[src/reset_ctl_consts.svh]
// Timing counts and reset values for the module reset controller.
`ifndef RESET_CTL_CONSTS_SVH
`define RESET_CTL_CONSTS_SVH
`define CLK_PERIOD_NS 10
`define WDOG_SHORT_MS 200
`define WDOG_LONG_MS 6700
// The cycle counts are scaled in two steps so that no product leaves 32-bit integer range.
`define WDOG_SHORT_CYC (((`WDOG_SHORT_MS * 1000) / `CLK_PERIOD_NS) * 1000)
`define WDOG_LONG_CYC (((`WDOG_LONG_MS * 1000) / `CLK_PERIOD_NS) * 1000)
`define PWRON_HOLD_CYC 16
`define SOFT_RST_RESET 1'b0
`endif

[src/reset_ctl_pkg.sv]
// Types shared by the module reset controller.
package reset_ctl_pkg;
	typedef enum logic [1:0] {
		ST_POWER_ON = 2'b00,
		ST_RUN = 2'b01,
		ST_SOFT_RESET = 2'b10,
		ST_HW_RESET = 2'b11
	} reset_state_t;
endpackage

[src/module_reset_control.sv]
// Soft-reset state and hardware reset generation for the computer module.
//
// Function
// - Writing the soft-reset request bit to one enters and holds soft reset.
// - In soft reset: run light off, display blanked, keyboard and switch ignored.
// - Soft reset ends on bus clear, backplane reset, enabled watchdog reset, or power cycle.
// - Full hardware reset has four causes: backplane, switch, watchdog, power-on.
// - Backplane reset causes hardware reset only while its enable is set.
// - Watchdog expiry causes hardware reset only when its reset enable is set.
// - Watchdog runs continuously, period about 0.2 s or 6.7 s, event each period.
// - Any read of the module status/control register reloads the watchdog.
`timescale 1ns/10ps
`default_nettype none
`include "reset_ctl_consts.svh"
module module_reset_control #(
	parameter int unsigned WDOG_SHORT_CYC = `WDOG_SHORT_CYC,
	parameter int unsigned WDOG_LONG_CYC = `WDOG_LONG_CYC
) (
	input wire logic core_clk,
	input wire logic rst_n,
	input wire logic clk_en,
	input wire logic soft_reset_request_set,
	input wire logic soft_reset_request_clear,
	input wire logic sysreset_enable,
	input wire logic backplane_sysreset,
	input wire logic panel_switch,
	input wire logic watchdog_reset_enable,
	input wire logic watchdog_long_period,
	input wire logic msc_read,
	input wire logic keyboard_in,
	output logic soft_reset_request_bit,
	output logic in_soft_reset,
	output logic hw_reset,
	output logic run_led,
	output logic display_blank,
	output logic keyboard_gated,
	output logic watchdog_event,
	output reset_ctl_pkg::reset_state_t state
);
	import reset_ctl_pkg::*;

	//--------------------------------------------------------------
	// Watchdog
	//--------------------------------------------------------------
	logic wd_expire;

	watchdog_counter #(
		.SHORT_CYC(WDOG_SHORT_CYC),
		.LONG_CYC(WDOG_LONG_CYC)
	) u_wdog (
		.core_clk(core_clk),
		.rst_n(rst_n),
		.clk_en(clk_en),
		.long_period(watchdog_long_period),
		.reload(msc_read),
		.expire_pulse(wd_expire)
	);

	assign watchdog_event = wd_expire;

	//--------------------------------------------------------------
	// Reset causes
	//--------------------------------------------------------------
	logic bp_cause;
	logic sw_cause;
	logic wd_cause;
	logic any_cause;
	logic [4:0] hold_ff;
	reset_state_t state_ff;

	assign bp_cause = backplane_sysreset && sysreset_enable;
	assign sw_cause = panel_switch && (state_ff != ST_SOFT_RESET);
	assign wd_cause = wd_expire && watchdog_reset_enable;
	assign any_cause = bp_cause || sw_cause || wd_cause;

	//--------------------------------------------------------------
	// Soft-reset request bit
	//--------------------------------------------------------------
	always_ff @(posedge core_clk)
	begin
		if (!rst_n)
			soft_reset_request_bit <= `SOFT_RST_RESET;
		else if (clk_en)
		begin
			if (any_cause || backplane_sysreset)
				soft_reset_request_bit <= 1'b0;
			else if (soft_reset_request_set)
				soft_reset_request_bit <= 1'b1;
			else if (soft_reset_request_clear)
				soft_reset_request_bit <= 1'b0;
		end
	end

	//--------------------------------------------------------------
	// State machine
	//--------------------------------------------------------------
	always_ff @(posedge core_clk)
	begin
		if (!rst_n)
		begin
			state_ff <= ST_POWER_ON;
			hold_ff <= 5'h00;
		end
		else if (clk_en)
		begin
			case (state_ff)
				ST_POWER_ON:
				begin
					hold_ff <= hold_ff + 5'h01;
					if (hold_ff == 5'(`PWRON_HOLD_CYC - 1))
						state_ff <= ST_RUN;
				end
				ST_RUN:
				begin
					if (any_cause)
						state_ff <= ST_HW_RESET;
					else if (soft_reset_request_bit)
						state_ff <= ST_SOFT_RESET;
				end
				ST_SOFT_RESET:
				begin
					if (bp_cause || wd_cause)
						state_ff <= ST_HW_RESET;
					else if (!soft_reset_request_bit)
						state_ff <= ST_RUN;
				end
				default:
				begin
					if (!any_cause)
						state_ff <= ST_RUN;
				end
			endcase
		end
	end

	assign state = state_ff;
	assign in_soft_reset = (state_ff == ST_SOFT_RESET);
	assign hw_reset = (state_ff == ST_HW_RESET) || (state_ff == ST_POWER_ON);
	assign run_led = (state_ff == ST_RUN);
	assign display_blank = (state_ff != ST_RUN);
	assign keyboard_gated = keyboard_in && (state_ff == ST_RUN);
endmodule
`default_nettype wire

[src/watchdog_counter.sv]
// Free-running watchdog down-counter with two selectable periods.
`timescale 1ns/10ps
`default_nettype none
module watchdog_counter #(
	parameter int unsigned SHORT_CYC = 20000000,
	parameter int unsigned LONG_CYC = 670000000
) (
	input wire logic core_clk,
	input wire logic rst_n,
	input wire logic clk_en,
	input wire logic long_period,
	input wire logic reload,
	output logic expire_pulse
);
	logic [31:0] count_ff;
	logic [31:0] period;

	assign period = long_period ? LONG_CYC : SHORT_CYC;

	always_ff @(posedge core_clk)
	begin
		if (!rst_n)
		begin
			count_ff <= SHORT_CYC - 1;
			expire_pulse <= 1'b0;
		end
		else if (clk_en)
		begin
			expire_pulse <= 1'b0;
			if (reload)
				count_ff <= period - 1;
			else if (count_ff == 32'h0000_0000)
			begin
				count_ff <= period - 1;
				expire_pulse <= 1'b1;
			end
			else
				count_ff <= count_ff - 32'h0000_0001;
		end
	end
endmodule
`default_nettype wire

[config.mk]
export PLATFORM = sky130hd
export DESIGN_NAME = module_reset_control
export DESIGN_NICKNAME = d
export VERILOG_FILES = /design/src/reset_ctl_pkg.sv /design/src/module_reset_control.sv /design/src/watchdog_counter.sv
export VERILOG_INCLUDE_DIRS = /design/src
export SDC_FILE = /design/constraint.sdc
export NUM_CORES = 1
export LEC_CHECK = 0
export BUFFER_PORTS_ARGS = -buffer_cell sky130_fd_sc_hd__buf_4
export CORE_UTILIZATION = 35
export DETAILED_ROUTE_END_ITERATION = 12
export GPL_TIMING_DRIVEN = 0
export PLACE_DENSITY = 0.61
export SLEW_MARGIN = 10
export SYNTH_ARGS = -nofsm -noshare
export SYNTH_HDL_FRONTEND = slang
export SYNTH_SLANG_ARGS = --single-unit
[constraint.sdc]
create_clock -name core_clk -period 3.3 [get_ports core_clk]
set_input_delay 0.165 -clock core_clk [delete_from_list [all_inputs] [get_ports core_clk]]
set_output_delay 0.165 -clock core_clk [all_outputs]
set_load 0.01 [all_outputs]
==> metrics.txt <==
# TYPE chip_impl_metric gauge
chip_impl_metric{name="routed-via-count",unit=""} 2334
chip_impl_metric{name="numCtsBuffers",unit=""} 5
chip_impl_metric{name="ys_seq_elements",unit=""} 41
chip_impl_metric{name="final_cell_area",unit="sq um"} 2740
chip_impl_metric{name="timing.critical_path.arrival",unit="ns"} 2.90
chip_impl_metric{name="synth-warning-count",unit=""} 0
chip_impl_info{name="dominant_cells_by_area_after_synthesis",value="sky130_fd_sc_hd__dfxtp_1 (34%), sky130_fd_sc_hd__nand2_1 (4.3%), sky130_fd_sc_hd__nor2_1 (4.2%), sky130_fd_sc_hd__xnor2_1 (4.0%), sky130_fd_sc_hd__nor4_1 (3.6%)"} 1
chip_impl_metric{name="dr.pass1.iters",unit=""} 5
chip_impl_metric{name="num_antenna_cells",unit=""} 0
chip_impl_metric{name="worstPathMaxFanout",unit=""} 7
chip_impl_metric{name="antenna_found_initial",unit=""} 0
chip_impl_info{name="crit_path_cell_trace",value="inv_1 -> ha_1 -> nor3b_1 -> and3_1 -> clkbuf_1 -> a31oi_1 -> o21ai_1 -> nor2_1"} 1
chip_impl_metric{name="max_freq",unit="GHz"} 0.367
chip_impl_metric{name="number_of_global_route_vias_before_repair",unit=""} 2152
chip_impl_metric{name="leakagePower",unit="nW"} 0.974
chip_impl_metric{name="gr-usage-all-layers",unit="%"} 18.6
chip_impl_metric{name="min_period_over_period",unit="%"} 82.6
chip_impl_metric{name="post_drt_wl_per_cell",unit="um"} 16.6
chip_impl_metric{name="finClkSkew",unit="ns"} 0.00509
chip_impl_metric{name="std_cell_rows",unit=""} 29
chip_impl_metric{name="finalNetCount",unit=""} 331
chip_impl_metric{name="synth.avg_cell_area",unit="sq um"} 8.39
chip_impl_metric{name="synth_async_sr_flop_share",unit="%"} 0
chip_impl_metric{name="worstPathBufferInverterCount",unit=""} 2
chip_impl_metric{name="synth_largest_type_area_fraction",unit="%"} 33.8
chip_impl_metric{name="fin_ws",unit="ns"} 0.573
chip_impl_metric{name="final-instance-count-excl-fill",unit=""} 390
chip_impl_metric{name="die_w",unit="um"} 85.2
chip_impl_metric{name="cp.required",unit="ns"} 3.47
chip_impl_metric{name="cts_hold_buffers",unit=""} 0
chip_impl_metric{name="number_of_synthesized_flops_with_an_enable_pin",unit=""} 0
chip_impl_metric{name="clock_pin_slew_of_the_registers_on_the_worst_case_setup_and_hold_paths",unit="ns"} 0.08
chip_impl_metric{name="detailedRoute.firstIterationViolations",unit=""} 242
chip_impl_info{name="tritoncts",value="yes"} 1
chip_impl_info{name="setup.worst_path.class",value="flip-flop to flip-flop"} 1
chip_impl_metric{name="ff_latch_area",unit="sq um"} 821
chip_impl_info{name="crit_start",value="u_wdog.count_ff[0]$_SDFFE_PN1P_"} 1
chip_impl_metric{name="final.fill_count",unit=""} 688
chip_impl_info{name="worstHoldEndpoint",value="soft_reset_request_bit$_SDFFE_PN0P_"} 1
chip_impl_metric{name="vias_per_cell",unit=""} 5.98
chip_impl_metric{name="fin_crit",unit="ns"} 2.73
chip_impl_metric{name="clkLatencyLatePin",unit="ns"} 0.30
chip_impl_metric{name="dp_cells",unit=""} 383
chip_impl_metric{name="die-area",unit="sq um"} 7270
chip_impl_info{name="min_from",value="soft_reset_request_set"} 1
chip_impl_info{name="outcome",value="finished clean"} 1
chip_impl_metric{name="timing.final.setup_violations",unit=""} 0
chip_impl_info{name="timing.critical_path.max_delay_family",value="simple AND/OR/NAND/NOR gates"} 1
chip_impl_info{name="ys.flop_type",value="sky130_fd_sc_hd__dfxtp_1"} 1
chip_impl_metric{name="io_buffer_count",unit=""} 17
chip_impl_metric{name="max_stage_delay",unit="ns"} 0.56
chip_impl_metric{name="yosysSeqAreaShare",unit="%"} 33.8
chip_impl_info{name="cts_root_buf",value="sky130_fd_sc_hd__clkbuf_8"} 1
chip_impl_metric{name="cts_resized",unit=""} 0
chip_impl_metric{name="irDropWorstVdd",unit="uV"} 221
chip_impl_metric{name="largest_net_degree_at_the_start_of_global_routing",unit=""} 12
chip_impl_info{name="worst_flop_to_flop_path_startpoint",value="u_wdog.count_ff[0]$_SDFFE_PN1P_"} 1
chip_impl_metric{name="fin_hold_ws",unit="ns"} 0.163
chip_impl_metric{name="top_level_ports",unit=""} 21
chip_impl_metric{name="vert_die_dim",unit="um"} 85.2
chip_impl_metric{name="fraction_of_layout_instances_using_a_drive_strength_above_1",unit="%"} 13.7
chip_impl_metric{name="synthesized_nets",unit=""} 307
chip_impl_info{name="rr_endpoint",value="u_wdog.count_ff[27]$_SDFFE_PN0P_"} 1
chip_impl_info{name="critical-path-slowest-cell",value="sky130_fd_sc_hd__nor3b_1"} 1
chip_impl_metric{name="post_synth_instance_area",unit="sq um"} 2420
chip_impl_info{name="yosys.area.top_type",value="sky130_fd_sc_hd__dfxtp_1"} 1
chip_impl_metric{name="worst-r2r-cell-count",unit=""} 8
chip_impl_metric{name="multi_input_area",unit="sq um"} 1470
chip_impl_metric{name="final_antenna_net_count",unit=""} 0
chip_impl_metric{name="clock_buffer_depth",unit=""} 2
chip_impl_metric{name="hold_depth",unit=""} 3
chip_impl_metric{name="clock_tree.htree_level_count",unit=""} 2
chip_impl_metric{name="timing.max_cap.violations",unit=""} 0
chip_impl_info{name="hold_path_class",value="input pin to flip-flop"} 1
chip_impl_metric{name="core-area",unit="sq um"} 6530
chip_impl_metric{name="initial_core_util",unit="%"} 37.1
chip_impl_metric{name="drc",unit=""} 0
chip_impl_metric{name="place_ws",unit="ns"} 0.641
chip_impl_metric{name="postPlaceCellArea",unit="sq um"} 2650
chip_impl_metric{name="postRouteWirelength",unit="um"} 6460
chip_impl_metric{name="numClockSinks",unit=""} 41
chip_impl_metric{name="ff2ff_setup_slack",unit="ns"} 0.57
chip_impl_metric{name="cp_num_cells",unit=""} 8
chip_impl_metric{name="power.density",unit="nW/um^2"} 352
chip_impl_metric{name="final_report_hold_violation_count",unit=""} 0
chip_impl_info{name="setup.worst_path.end_class",value="flip-flop"} 1
chip_impl_metric{name="final.setup.tns",unit="ns"} 0
chip_impl_metric{name="cts.repair_timing.setup_buffer_count",unit=""} 0
chip_impl_metric{name="worst_slew_margin_rel",unit="%"} 56.2
chip_impl_info{name="timing.critical_path.from_type",value="flip-flop"} 1
chip_impl_metric{name="gp_routability_congestion",unit=""} 0.892
chip_impl_metric{name="slew_viol_final",unit=""} 0
chip_impl_metric{name="ys_types",unit=""} 64
chip_impl_metric{name="worstMarginPinSlew",unit="ns"} 0.653
chip_impl_metric{name="grt-ovfl-total",unit=""} 0
chip_impl_metric{name="grt_pass1_wl",unit="um"} 10500
chip_impl_metric{name="syn_to_layout_area_delta",unit="%"} 12.8
chip_impl_info{name="rsz0062_at_grt",value="false"} 1
chip_impl_metric{name="synth_instances",unit=""} 289
chip_impl_metric{name="dp_hpwl",unit="um"} 4650
[cell families (layout without fill, tap and decap cells)]
logic type,count (synthesis),after routing,share of synthesized area (%)
flip-flops,41,41,33.8
XOR/XNOR,17,17,6.14
multiplexers,1,1,0.413
AO/OA/AOI/OAI,63,63,20.6
buffers and inverters,28,52,5.68
AND/OR/NAND/NOR,133,133,30.2
adder cells (fa/ha/maj),6,6,3.10
[cell usage after synthesis (all sizes together) (3+ instances only)]
master,count
a32oi,3
a21boi,3
a31oi,4
o21ai,12
o31a,3
nand3,9
nor4,15
xnor2,11
nand4,7
nand2,28
inv,13
nor2,27
and2,7
or4,7
o41ai,3
ha,6
clkbuf,9
a32o,4
nand2b,3
and3,4
o211a,3
xor2,6
buf,5
nor3,11
o31ai,6
dfxtp,41
nor2b,4
[layer usage]
| layer | track usage (%) | share of wire [%] | vias to the layer above |
|---|---|---|---|
| met5 | 0 | 0 | - |
| met4 | 7.55 | 2.9 | 0 |
| met3 | 2.92 | 6.2 | 23 |
| met2 | 29.4 | 43 | 97 |
| met1 | 25.2 | 48 | 1084 |
| li1 | - | - | 1130 |
[layout make-up]
type                       instances  area share [%]
buffer                            15            3.25
clock buffer                       7            3.16
inverter                          13            1.78
multi-input combinational        220            53.6
sequential                        41            30.0
tap                               77            3.52
timing repair buffer              17            4.67
[metrics by stage]
stage / total power, mW / utilization, %
floorplan: 0.605 / -
global placement: 0.638 / 40.6
detailed placement: 0.641 / 40.6
CTS: 0.971 / 41.9
global route: 1.00 / 41.9
finish: 0.963 / 41.9
[registers in the layout, summed over array words and instances (netlist names)]
signal and count:
u_wdog.expire_pulse 1, state 2, soft_reset_request_bit 1, u_wdog.count_ff 32, hold_ff 5
[how the worst max path moves through the flow]
stage	endpoint	slack [ns]
2_1_floorplan	u_wdog.count_ff[23]$_SDFFE_PN0P_	1.13
3_3_place_gp	u_wdog.count_ff[27]$_SDFFE_PN0P_	0.63
3_5_place_dp	u_wdog.count_ff[30]$_SDFFE_PN0P_	0.64
4_1_cts	u_wdog.count_ff[27]$_SDFFE_PN0P_	0.63
5_1_grt	u_wdog.count_ff[30]$_SDFFE_PN0P_	0.37
6_report	u_wdog.count_ff[27]$_SDFFE_PN0P_	0.57
[placed cells by master, fill, tap and decap left out, drive strengths merged, types with 7 or more instances in the layout]
cell    count
or4         7
nand3       9
and2        7
dfxtp      41
nand4       7
buf        22
o21ai      12
nor2       27
clkbuf     16
inv        13
nor3       11
nor4       15
xnor2      11
nand2      28
[worst reg2reg max path: stages (launching register included)]
cell	delay (ns)
sky130_fd_sc_hd__dfxtp_1	0.33
sky130_fd_sc_hd__inv_1	0.06
sky130_fd_sc_hd__ha_1	0.20
sky130_fd_sc_hd__nor3b_1	0.56
sky130_fd_sc_hd__and3_1	0.25
sky130_fd_sc_hd__clkbuf_1	0.31
sky130_fd_sc_hd__a31oi_1	0.24
sky130_fd_sc_hd__o21ai_1	0.54
sky130_fd_sc_hd__nor2_1	0.11
[where the power goes]
part           leakage [nW]  switching [mW]  internal [mW]  total, mW
Clock                0.0443           0.166          0.166      0.332
Sequential            0.334          0.0151          0.510      0.525
Combinational         0.596          0.0627         0.0435      0.106
Power figures use the tool's default switching activity.
